[src/rcl_pkg.sv]
package rcl_pkg;
  localparam int CLK_HZ = 20_000_000;
  localparam int CLK_MHZ = CLK_HZ / 1_000_000;
  // Definition flag follows lock by about one reference period
  localparam int DEF_DELAY_NS = 37;
  localparam int DEF_DELAY_RAW = (DEF_DELAY_NS * CLK_MHZ) / 1000;
  localparam int DEF_DELAY_CYC = (DEF_DELAY_RAW < 1) ? 1 : DEF_DELAY_RAW;
  // Typical acquisition times and the longest loss-of-lock delay
  localparam int ACQ_FIXED_US = 1000;
  localparam int ACQ_AUTO_US = 10000;
  localparam int LOSS_MAX_US = 1000;
  localparam int ACQ_FIXED_CYC = ACQ_FIXED_US * CLK_MHZ;
  localparam int ACQ_AUTO_CYC = ACQ_AUTO_US * CLK_MHZ;
  localparam int LOSS_MAX_CYC = LOSS_MAX_US * CLK_MHZ;
  // Input counts as present while an edge was seen in this window
  localparam int ACT_WINDOW_CYC = 64;

  localparam logic [1:0] SEL_AUTO = 2'h0;
  localparam logic [1:0] SEL_270 = 2'h1;
  localparam logic [1:0] SEL_HD = 2'h2;
  localparam logic [1:0] SEL_TEST = 2'h3;

  localparam logic [2:0] DET_NONE = 3'h0;
  localparam logic [2:0] DET_143 = 3'h1;
  localparam logic [2:0] DET_270 = 3'h2;
  localparam logic [2:0] DET_1483 = 3'h3;
  localparam logic [2:0] DET_1485 = 3'h4;
  localparam logic [2:0] DET_177 = 3'h5;
  localparam logic [2:0] DET_360 = 3'h6;
  localparam logic [2:0] DET_540 = 3'h7;

  typedef struct packed {
    logic [1:0] rate_sel;
    logic mute_n;
    logic bypass;
    logic clk_sel;
  } rcl_ctrl_t;

  typedef struct packed {
    logic p;
    logic n;
  } rcl_diff_t;

  typedef enum logic [1:0] {ST_IDLE, ST_ACQ, ST_LOCK} rcl_lock_st_t;

  // Reset values mirror the pad pulls: selector low, mute high, rest low
  localparam rcl_ctrl_t CTRL_RST = '{rate_sel: 2'h0, mute_n: 1'b1,
                                     bypass: 1'b0, clk_sel: 1'b0};
  localparam logic [5:0] LINE_RST = 6'h00;
  localparam rcl_diff_t DIFF_MUTED = '{p: 1'b0, n: 1'b1};
endpackage

[src/rcl_sync.sv]
`timescale 1ns/1ns
module rcl_sync #(
  parameter int W = 1,
  parameter logic [W-1:0] RST = '0
) (
  input wire logic clock, // System clock
  input wire logic rst_b, // Synchronous reset, active low
  input wire logic [W-1:0] d, // Asynchronous inputs
  output logic [W-1:0] q // Synchronised outputs
);
  logic [W-1:0] meta;
  logic [W-1:0] next_meta;
  logic [W-1:0] next_q;

  always_comb begin
    next_meta = d;
    next_q = meta;
    if (!rst_b) begin
      next_meta = RST;
      next_q = RST;
    end
  end

  always_ff @(posedge clock) begin
    meta <= next_meta;
    q <= next_q;
  end
endmodule

[src/rcl_lock.sv]
`timescale 1ns/1ns
module rcl_lock #(
  parameter int ACQ_FIXED_CYC = rcl_pkg::ACQ_FIXED_CYC,
  parameter int ACQ_AUTO_CYC = rcl_pkg::ACQ_AUTO_CYC
) (
  input wire logic clock, // System clock
  input wire logic rst_b, // Synchronous reset, active low
  input wire logic data_edge, // Transition seen on the serial input
  input wire logic pll_lock, // Synchronised analog loop lock
  input wire logic [2:0] det_rate, // Synchronised detected rate
  input wire logic [1:0] rate_sel, // Synchronised rate selector
  output logic locked, // Data present, loop locked, rate supported
  output logic sd_rate // Locked rate is standard definition
);
  localparam int TW = $clog2(ACQ_AUTO_CYC + 1);
  localparam int AW = $clog2(rcl_pkg::ACT_WINDOW_CYC + 1);

  // Refuse counts that the acquisition timer cannot serve
  if (ACQ_FIXED_CYC < 1 || ACQ_AUTO_CYC < ACQ_FIXED_CYC) begin : g_bad_acq
    $error("acquisition counts out of range");
  end

  rcl_pkg::rcl_lock_st_t st, next_st;
  logic [TW-1:0] timer, next_timer, target;
  logic [AW-1:0] idle_cnt, next_idle_cnt;
  logic [2:0] lock_rate, next_lock_rate;
  logic rate_ok, active, cond;

  always_comb begin
    unique case (rate_sel)
      rcl_pkg::SEL_AUTO: rate_ok = det_rate == rcl_pkg::DET_143 || // RL1
        det_rate == rcl_pkg::DET_270 || det_rate == rcl_pkg::DET_1483 ||
        det_rate == rcl_pkg::DET_1485;
      rcl_pkg::SEL_270: rate_ok = det_rate == rcl_pkg::DET_270; // RL2
      rcl_pkg::SEL_HD: rate_ok = det_rate == rcl_pkg::DET_1483 || // RL20
        det_rate == rcl_pkg::DET_1485;
      default: rate_ok = 1'b0; // RL20
    endcase
    active = idle_cnt < AW'(rcl_pkg::ACT_WINDOW_CYC);
    cond = active && pll_lock && rate_ok; // RL4 RL18
    target = (rate_sel == rcl_pkg::SEL_AUTO) ? TW'(ACQ_AUTO_CYC - 1)
                                               : TW'(ACQ_FIXED_CYC - 1);
    next_idle_cnt = idle_cnt;
    if (data_edge)
      next_idle_cnt = '0;
    else if (active)
      next_idle_cnt = idle_cnt + AW'(1);
    next_st = st;
    next_timer = timer;
    next_lock_rate = lock_rate;
    case (st)
      rcl_pkg::ST_IDLE: begin
        next_timer = '0;
        if (cond)
          next_st = rcl_pkg::ST_ACQ;
      end
      rcl_pkg::ST_ACQ: begin
        next_timer = timer + TW'(1);
        if (!cond) begin
          next_st = rcl_pkg::ST_IDLE;
        end else if (timer >= target) begin
          next_st = rcl_pkg::ST_LOCK;
          next_lock_rate = det_rate;
        end
      end
      rcl_pkg::ST_LOCK: begin
        if (!cond || det_rate != lock_rate) // RL14
          next_st = rcl_pkg::ST_IDLE;
      end
      default: next_st = rcl_pkg::ST_IDLE;
    endcase
    if (!rst_b) begin
      next_st = rcl_pkg::ST_IDLE;
      next_timer = '0;
      next_idle_cnt = AW'(rcl_pkg::ACT_WINDOW_CYC);
      next_lock_rate = rcl_pkg::DET_NONE;
    end
  end

  always_ff @(posedge clock) begin
    st <= next_st;
    timer <= next_timer;
    idle_cnt <= next_idle_cnt;
    lock_rate <= next_lock_rate;
  end

  assign locked = st == rcl_pkg::ST_LOCK;
  assign sd_rate = lock_rate == rcl_pkg::DET_143 || // RL11
                   lock_rate == rcl_pkg::DET_270;
endmodule

[src/rcl_top.sv]
`timescale 1ns/1ns
// Operation
// RL1: Selector 00 runs automatic rate search; 143 Mbps locks only there.
// RL2: Selector 01 fixes 270 Mbps, also used for 8B10B coded streams.
// RL3: Undriven selector pins read low, giving automatic rate search.
// RL4: Lock indicator high only with data present and loop locked.
// RL5: Low mute input mutes both outputs, above any bypass setting.
// RL6: Undriven mute input reads high, outputs enabled.
// RL7: High bypass input passes data unretimed unless muted.
// RL8: Low bypass input bypasses while unlocked or rate unsupported.
// RL9: Undriven bypass input reads low, automatic bypass.
// RL10: Mute tied to lock indicator mutes while unlocked, else per bypass.
// RL11: Definition flag high for 270 or 143, low for 1483 or 1485.
// RL12: Definition flag is registered, low whenever unlocked.
// RL13: Definition flag settles one reference period after lock changes.
// RL14: Lock drops within 1 ms of a rate change; flag invalid meanwhile.
// RL15: Clock select high gives clock on second output, low gives data.
// RL16: Board supplies the 27 MHz reference, crystal or clock.
// RL17: Second output in clock mode is muted during bypass.
// RL18: No lock to 177, 360 or 540 Mbps; bypass instead.
// RL19: Muted outputs sit with legs at opposite fixed levels.
// RL20: Selector 10 fixes high definition rates, 11 forces test bypass.
module rcl_top #(
  parameter int ACQ_FIXED_CYC = rcl_pkg::ACQ_FIXED_CYC,
  parameter int ACQ_AUTO_CYC = rcl_pkg::ACQ_AUTO_CYC
) (
  input wire logic clock, // 20 MHz system clock
  input wire logic rst_b, // Synchronous reset, active low
  input wire logic [1:0] rate_select, // Rate selector pins
  input wire logic mute_n, // Output mute, active low
  input wire logic bypass, // Forced reclocker bypass
  input wire logic clock_output_select, // Second output carries clock
  input wire logic serial_video_input, // Serial data from equalizer
  input wire logic pll_lock, // Analog loop lock status
  input wire logic [2:0] detected_rate, // Analog rate detector code
  input wire logic recovered_clock, // Recovered data-rate clock
  output logic lock_indicator, // Locked with data present
  output logic definition_class_flag, // High for standard definition
  output logic automatic_rate_search, // Automatic rate search active
  output rcl_pkg::rcl_diff_t primary_serial_output, // First output
  output rcl_pkg::rcl_diff_t second_serial_output // Data or clock
);
  rcl_pkg::rcl_ctrl_t ctl;
  logic [5:0] line_s;
  logic sdi_s, pll_s, rclk_s;
  logic [2:0] det_s;

  // Reset values stand in for the pad pulls until pins are sampled
  rcl_sync #(
    .W(5),
    .RST(rcl_pkg::CTRL_RST) // RL3 RL6 RL9
  ) u_ctrl_sync (
    .clock(clock),
    .rst_b(rst_b),
    .d({rate_select, mute_n, bypass, clock_output_select}),
    .q(ctl)
  );

  rcl_sync #(
    .W(6),
    .RST(rcl_pkg::LINE_RST)
  ) u_line_sync (
    .clock(clock),
    .rst_b(rst_b),
    .d({serial_video_input, pll_lock, detected_rate, recovered_clock}),
    .q(line_s)
  );

  assign sdi_s = line_s[5];
  assign pll_s = line_s[4];
  assign det_s = line_s[3:1];
  assign rclk_s = line_s[0];

  logic sdi_q, retimed, lock_int, sd_rate;
  logic next_sdi_q, next_retimed;

  rcl_lock #(
    .ACQ_FIXED_CYC(ACQ_FIXED_CYC),
    .ACQ_AUTO_CYC(ACQ_AUTO_CYC)
  ) u_lock (
    .clock(clock),
    .rst_b(rst_b),
    .data_edge(sdi_s ^ sdi_q),
    .pll_lock(pll_s),
    .det_rate(det_s),
    .rate_sel(ctl.rate_sel),
    .locked(lock_int),
    .sd_rate(sd_rate)
  );

  // Retiming stage and edge history
  always_comb begin
    next_sdi_q = sdi_s;
    next_retimed = sdi_s;
    if (!rst_b) begin
      next_sdi_q = 1'b0;
      next_retimed = 1'b0;
    end
  end

  always_ff @(posedge clock) begin
    sdi_q <= next_sdi_q;
    retimed <= next_retimed;
  end

  logic byp_eff, data_sel, sel_test;
  logic next_lock, next_def, next_auto;
  rcl_pkg::rcl_diff_t next_prim, next_sec, data_pair;

  always_comb begin
    sel_test = ctl.rate_sel == rcl_pkg::SEL_TEST; // RL20
    byp_eff = ctl.bypass | ~lock_int | sel_test; // RL7 RL8 RL18
    data_sel = byp_eff ? sdi_s : retimed;
    data_pair = '{p: data_sel, n: ~data_sel};
    next_lock = lock_int; // RL4
    // Registered from the lock flop, so it trails lock by one cycle
    next_def = lock_indicator & sd_rate; // RL11 RL12 RL13
    next_auto = ctl.rate_sel == rcl_pkg::SEL_AUTO; // RL1
    next_prim = data_pair;
    next_sec = data_pair; // RL15
    if (ctl.clk_sel) begin
      if (byp_eff)
        next_sec = rcl_pkg::DIFF_MUTED; // RL17
      else
        next_sec = '{p: rclk_s, n: ~rclk_s}; // RL15
    end
    // Mute wins over bypass; a tie to the lock output mutes when unlocked
    if (!ctl.mute_n) begin
      next_prim = rcl_pkg::DIFF_MUTED; // RL5 RL10 RL19
      next_sec = rcl_pkg::DIFF_MUTED; // RL5 RL19
    end
    if (!rst_b) begin
      next_lock = 1'b0;
      next_def = 1'b0;
      next_auto = 1'b1;
      next_prim = rcl_pkg::DIFF_MUTED;
      next_sec = rcl_pkg::DIFF_MUTED;
    end
  end

  always_ff @(posedge clock) begin
    lock_indicator <= next_lock;
    definition_class_flag <= next_def;
    automatic_rate_search <= next_auto;
    primary_serial_output <= next_prim;
    second_serial_output <= next_sec;
  end
endmodule

[config.mk]
export PLATFORM = sky130hd
export DESIGN_NAME = rcl_top
export DESIGN_NICKNAME = d
export VERILOG_FILES = /design/src/rcl_pkg.sv /design/src/rcl_sync.sv /design/src/rcl_lock.sv /design/src/rcl_top.sv
export SDC_FILE = /design/constraint.sdc
export NUM_CORES = 1
export LEC_CHECK = 0
export ABC_AREA = 1
export BUFFER_PORTS_ARGS = -buffer_cell sky130_fd_sc_hd__buf_2
export CORE_MARGIN = 5
export CORE_UTILIZATION = 40
export DETAILED_ROUTE_END_ITERATION = 12
export PLACE_DENSITY = 0.56
export SETUP_SLACK_MARGIN = 0.5
export SLEW_MARGIN = 10
export SYNTH_ARGS = -nofsm -noshare
export SYNTH_HDL_FRONTEND = slang
export SYNTH_SLANG_ARGS = --single-unit
[constraint.sdc]
create_clock -name clock -period 2.19 [get_ports clock]
set_input_delay 0.219 -clock clock [delete_from_list [all_inputs] [get_ports clock]]
set_output_delay 0.219 -clock clock [all_outputs]
set_load 0.02 [all_outputs]
==> reports/qor.yml, run 1 <==
run_status: "finished clean"
synth_sequential_area_ratio: 0.456
drt_pass1_iterations: 4
report.final.hold_viol_count: 0
timing.hold.worst.class: "input pin to flop"
yosys_top_cell_by_area: "sky130_fd_sc_hd__dfxtp_1"
power_leakage_uw: 0.00142
utilization: 0.502
critical_path.slowest_cell: "sky130_fd_sc_hd__dfxtp_4"
post_drt_via_cell_ratio: 4.70
largest_net_degree_at_the_start_of_global_routing: 31
synth_top_cells_by_area: "sky130_fd_sc_hd__dfxtp_1, sky130_fd_sc_hd__nand2_1, sky130_fd_sc_hd__inv_1"
ys.warnings.count: 0
timing.critical_path.from_type: "flop"
cts.root.buffer_cell: "sky130_fd_sc_hd__clkbuf_8"
synthesis.instances: 355
crit_path_end_kind: "flop"
powerDensity_nw_per_um2: 708
synth_nets: 374
cts.sink_count: 60
slew_headroom: 0.721
clock_insertion_delay_worst_skew_ps: 330
timing.critical_path.max_delay_family: "simple AND/OR/NAND/NOR gates"
power_report.internal_total_uw: 1790
hold-path-cell-count: 3
routed-via-count: 2205
critPathArrivalTime_ps: 1930
skew_ps: 5.05
route.final.wire_length_um: 5170
crit_required_ps: 2420
synthDistinctLibCells: 35
layout-area-overhead-vs-synth_pct: 21.8
cp_cell_sequence: "nor2_4 > inv_4 > buf_6 > ha_4 > nand2_2 > nor2_2 > nand2_1 > nand2_1 > nand2_2 > nand2_4 > nand3_2 > nand2_1 > nor2_1"
grt_first_pass_wirelength_um: 8800
tritoncts: "yes"
cts_made_buffers: 9
drt_iter0_markers: 66
antenna_fix_cells: 0
initial_core_util: 0.412
number_of_placement_rows: 29
finalSetupTns_ps: 0
hold_ws_ps: 62.4
final_layout_size_suffix_gt1_frac: 0.232
remaining_drc_errors: 0
clk_pin_slew_worst_paths_ps: 60
layout.cells.most_common: "sky130_fd_sc_hd__nand2_1"
p_switching_uw: 477
num-nets-final: 407
mostFrequentLayoutCells: "sky130_fd_sc_hd__nand2_1, sky130_fd_sc_hd__inv_1, sky130_fd_sc_hd__dfxtp_1, sky130_fd_sc_hd__nor2_1"
floorplan.core_area_um2: 6390
yosys_register_bits: 60
overflow: 0
dp.final_hpwl_um: 3620
crit_path_frequent_cell: "sky130_fd_sc_hd__nand2_1"
clockPowerShare: 0.456
average_footprint_of_a_synthesized_cell_um2: 7.41
critical_path_depth: 13
die_height_um: 91.1
synthesis.area_um2: 2630
period_share: 0.775
grt_pass1_vias: 2054
critical_path_peak_fanout: 7
max_stage_delay_ps: 350
top_level_ports: 20
antenna_violations_before_repair: 0
path_buf_inv: 2
antenna_violating_nets_post_route: 0
power.combinational.fraction: 0.046
ctsHoldBuffers: 0
grt_use_total: 0.131
switching_portion_of_total_power: 0.210
seq_power_share: 0.498
netlist.area_leader.share: 0.456
grt_setup_unrepaired: "true"
die_w_um: 91.1
maxSlewViolCount: 0
reg2reg_depth: 13
max_cap_violation_count: 0
final_layout_fill_cell_count: 639
htreeDepth: 3
placement.io_buffers: 19
fmax_mhz: 589
tightest_slew_ps: 419
cts.path.max_buffers: 2
floorplan.die_area_um2: 8300
setup_viol: 0
post_drt_wl_per_cell_um: 11.0
finalWeightedCongestion: 0.789
worst_ir_drop_vdd_mv: 0.494
worst-setup-path-type: "flop to flop"
final.min_clock_period_ps: 1700
[cell families after synthesis]
group / Yosys count / share of synthesized area
flops: 60 / 0.456
buf+inv: 71 / 0.107
xor+xnor: 4 / 0.0133
simple gates: 170 / 0.301
fa+ha+maj: 6 / 0.0285
compound gates: 44 / 0.0942
[worst register-to-register path: stages, from the launching register on]
cell                      delay (ps)
sky130_fd_sc_hd__dfxtp_4         350
sky130_fd_sc_hd__nor2_4          130
sky130_fd_sc_hd__inv_4            70
sky130_fd_sc_hd__buf_6           130
sky130_fd_sc_hd__ha_4            250
sky130_fd_sc_hd__nand2_2          50
sky130_fd_sc_hd__nor2_2          110
sky130_fd_sc_hd__nand2_1          60
sky130_fd_sc_hd__nand2_1          70
sky130_fd_sc_hd__nand2_2          70
sky130_fd_sc_hd__nand2_4         130
sky130_fd_sc_hd__nand3_2          80
sky130_fd_sc_hd__nand2_1          60
sky130_fd_sc_hd__nor2_1           40
[sequential cells by signal, summed over array words and instances, names as in the netlist, 3 cells and up]
register,cells
u_lock.timer,18
u_lock.idle_cnt,7
u_ctrl_sync.q,5
u_ctrl_sync.meta,5
u_line_sync.q,6
u_lock.lock_rate,3
u_line_sync.meta,6
[per-stage QoR]
step / instances / setup WS (ps) / instance area (um^2) / total power, uW
after global routing: 469 / 415 / 3210 / 2370
after global placement: 447 / 451 / 2800 / 1240
final: 469 / 493 / 3210 / 2270
after detailed placement: 447 / 370 / 2800 / 1240
after CTS: 466 / 498 / 3110 / 2290
after floorplan: 355 / 551 / 2630 / 1210
[per-layer routing]
metal,wire (um),up-vias,track usage
met5,0,-,0
met1,2360,982,0.152
met3,207,7,0.0479
li1,-,1183,-
met4,54,0,0.0513
met2,2540,33,0.218
[power groups by stage]
stage / registers (uW) / clock network [uW] / logic (uW)
3_5_place_dp: 1150 / 0 / 83.0
6_report: 1130 / 1030 / 105
5_1_grt: 1130 / 1110 / 121
2_1_floorplan: 1160 / 0 / 52.7
3_3_place_gp: 1150 / 0 / 81.5
4_1_cts: 1130 / 1060 / 94.0
[repair_timing]
item | CTS | global route
gates resized for setup | 15 | 18
cloned | 0 | 0
pin swaps | 6 | 10
endpoints found under the setup margin | 5 | 7
buffers inserted | 4 | 3
[worst paths after layout]
| check | from | endpoint | slack, ps |
|---|---|---|---|
| worst max register to register | u_ctrl_sync.q[4] | u_lock.lock_rate[2] | 490 |
| worst min-delay path | detected_rate[2] | u_line_sync.meta[3] | 60 |
| worst max-delay path | u_ctrl_sync.q[4] | u_lock.lock_rate[2] | 490 |
| worst min register to register | u_line_sync.meta[2] | u_line_sync.q[2] | 410 |
[layout make-up]
class,instances,area (um^2),share of cell area
Clock inverter,5,77.6,0.0242
Tap cell,77,96.3,0.0301
Clock buffer,10,128,0.0398
Inverter,66,255,0.0796
Timing Repair Buffer,27,159,0.0496
Multi-Input combinational cell,224,1280,0.400
Sequential cell,60,1210,0.377
[synth_stat cells, drive strengths merged]
library cell / instances
o21ai: 16
buf: 3
a21oi: 24
inv: 66
nor2: 38
a31oi: 1
dfxtp: 60
nor3: 11
nand4: 7
clkbuf: 2
xnor2: 2
xor2: 2
nand3b: 1
nor4: 1
and2: 1
or2: 2
a211oi: 2
nand2: 86
o21a: 1
nand3: 22
nor3b: 1
ha: 6
(Power assumes the default switching activity.)
==> inputs of run 2 (changes only) <==
- ABC_AREA: 1 -> 0
- PLACE_DENSITY: 0.56 -> 0.58
- clock period: 2.19 -> 1.36 ns (I/O delays scaled with it)
==> run 2 against run 1 <==
  * The run now ends with setup timing left
  * Final area increased by 16%
  * Clock-buffer cell count is 1 lower
  * Worst setup slack worse by 980 ps
  * Sequential cell count is the same
  * Synthesized cell count shrank 30%
  * Synthesized area decreased by 10%
==> reports/qor.yml, run 2 <==
cts.sink_count: 60
skew_ps: 7.08
final.min_clock_period_ps: 1850
grt_first_pass_wirelength_um: 8810
post_drt_via_cell_ratio: 4.80
cts_made_buffers: 9
grt_pass1_vias: 1946
remaining_drc_errors: 0
synth_nets: 268
largest_register_ffs: 18
crit_path_end_kind: "flop"
synthesis.instances: 249
cts.path.max_buffers: 2
antenna_violating_nets_post_route: 0
synth_top_flop_cell: "sky130_fd_sc_hd__dfxtp_1"
synthesis.area_um2: 2360
synth.most_common_cell: "sky130_fd_sc_hd__dfxtp_1"
largest_net_degree_at_the_start_of_global_routing: 27
cp_cell_sequence: "or4b_4 > o41ai_2 > a31oi_2 > nor4b_2 > and3_4 > mux2i_1"
top_level_ports: 20
timing.critical_path.from_type: "flop"
globalRouteMet3Util: 0.0482
crit_required_ps: 1630
grt_use_total: 0.151
synth_enable_flop_cells: 0
synth_top_cells_by_area: "sky130_fd_sc_hd__dfxtp_1, sky130_fd_sc_hd__and2_1, sky130_fd_sc_hd__xnor2_1"
post_route_standard_cell_area_excluding_fillers_um2: 3720
report.final.hold_viol_count: 0
number_of_placement_rows: 28
floorplan.die_area_um2: 7540
tritoncts: "yes"
clock_insertion_delay_worst_skew_ps: 330
critical_path_peak_fanout: 4
overflow: 0
antenna_fix_cells: 0
placedInstanceArea_um2: 2910
placement.io_buffers: 19
synth-async-reset-ratio: 0
yosys-top-cells-count: "sky130_fd_sc_hd__dfxtp_1, sky130_fd_sc_hd__nor2_1, sky130_fd_sc_hd__and2_1"
mostFrequentLayoutCells: "sky130_fd_sc_hd__buf_4, sky130_fd_sc_hd__dfxtp_1, sky130_fd_sc_hd__and2_1, sky130_fd_sc_hd__dfxtp_2, sky130_fd_sc_hd__buf_6"
drt_pass1_iterations: 4
maxSlewViolCount: 0
post-route-worst-setup-slack_ps: -492
clk_pin_slew_worst_paths_ps: 70
final_layout_size_suffix_gt1_frac: 0.488
post_drt_wl_per_cell_um: 13.1
initial_core_util: 0.406
yosys_top_cell_by_area: "sky130_fd_sc_hd__dfxtp_1"
setup_viol: 20
power_leakage_uw: 0.00143
critPathArrivalTime_ps: 2120
globalRouteMet2Util: 0.259
layout-area-overhead-vs-synth_pct: 57.4
failing_checks: "setup timing"
slew_headroom: 0.783
utilization: 0.639
antenna_violations_before_repair: 0
max_cap_violation_count: 0
ys.warnings.count: 0
timing.hold.worst.class: "input pin to flop"
regMostFlops: "u_lock.timer"
route.final.wire_length_um: 5460
synth_sequential_area_ratio: 0.508
synthDistinctLibCells: 38
powerDensity_nw_per_um2: 1080
max_stage_delay_ps: 530
fmax_mhz: 540
hold_ws_ps: 23.1
cts.root.buffer_cell: "sky130_fd_sc_hd__clkbuf_8"
floorplan.core_area_um2: 5820
die_height_um: 86.9
drt_iter0_markers: 78
die_w_um: 86.9
critical_path.slowest_cell: "sky130_fd_sc_hd__or4b_4"
average_footprint_of_a_synthesized_cell_um2: 9.49
num-nets-final: 354
yosys_register_bits: 60
grt_setup_unrepaired: "true"
run_status: "finished, violations left"
dp.final_hpwl_um: 3110
groute.layer.met1.usage: 0.176
tightest_slew_ps: 322
period_share: 1.36
reg_top3: "u_lock.timer: 18 flops, u_lock.idle_cnt: 7 flops"
netlist.area_leader.share: 0.508
finalWeightedCongestion: 0.761
grt.busiest_layer: "met2"
routed-via-count: 1993
worst-setup-path-type: "flop to flop"
worst_ir_drop_vdd_mv: 0.852
layout.cells.most_common: "sky130_fd_sc_hd__buf_4"
htreeDepth: 3
## run 2: cell types whose count changed after synthesis, sizes merged, moves of 4 or more
cell | before | now
inv | 66 | 7
or3 | 0 | 8
xor2 | 2 | 8
nor2 | 38 | 24
clkbuf | 2 | 6
nor3 | 11 | 3
a21oi | 24 | 11
mux2i | 0 | 4
nand2 | 86 | 21
nand3 | 22 | 7
and2 | 1 | 22
xnor2 | 2 | 14
## run 2: path summary, 6_finish.rpt
check / startpoint / to / slack [ps] / depth (start not counted)
min: rate_select[1] / u_ctrl_sync.meta[4] / 20 / 2
max reg2reg: u_line_sync.q[1] / u_lock.lock_rate[2] / -490 / 6
max: u_line_sync.q[1] / u_lock.lock_rate[2] / -490 / 6
min reg2reg: u_ctrl_sync.meta[2] / u_ctrl_sync.q[2] / 410 / 1
## run 2: logic make-up (layout without fill, tap and decap cells)
logic type	Yosys count	in the layout	share of synthesized area
compound gates	31	31	0.0731
xor+xnor	22	22	0.0816
fa+ha+maj	7	7	0.0360
buf+inv	15	106	0.0275
flops	60	60	0.508
mux	5	5	0.0217
simple gates	109	109	0.252
## run 2: power by group
part	switching (uW)	internal [uW]
Sequential	22.2	1800
Clock	741	1230
Combinational	95.7	133
Total	859	3160
## run 2: metrics by stage
stage          std cells  setup WS (ps)  total power, uW  TNS, ps
2_1_floorplan        249           -407             1950    -2700
3_3_place_gp         370           -490             2000    -4400
3_5_place_dp         370           -537             2010    -4710
4_1_cts              409           -433             4050    -4290
5_1_grt              415           -600             4170    -6290
6_report             415           -492             4020    -4910
## run 2: worst max-delay path, delay by kind of cell, from the launching register on
kind               cells  cell delay, ps
muxes                  1             170
and+or+nand+nor        3            1140
DFF                    1             320
AOI/OAI and AO/OA      2             160
## run 2: area by class of cell
type / instances / area [um^2]
well taps: 75 / 93.8
repair buffers: 83 / 701
flip-flops and latches: 60 / 1240
fillers: 465 / 2100
multi-input cells: 174 / 1400
clock buffers: 9 / 124
clock inverters: 7 / 124
inverters: 7 / 28.8
## run 2: layer usage
metal / up-vias / wire length (um)
li1: 1012 / -
met1: 947 / 2360
met2: 24 / 2860
met3: 10 / 160
met4: 0 / 80
met5: - / 0
## run 2: timing repair
action / 4_1_cts / 5_1_grt
hold buffers: 10 / 0
cloned: 2 / 0
endpoints found under the setup margin: 41 / 41
endpoints found under the hold margin: 10 / 0
resized for setup: 60 / 29
pin swaps: 14 / 22
buffers inserted: 11 / 6
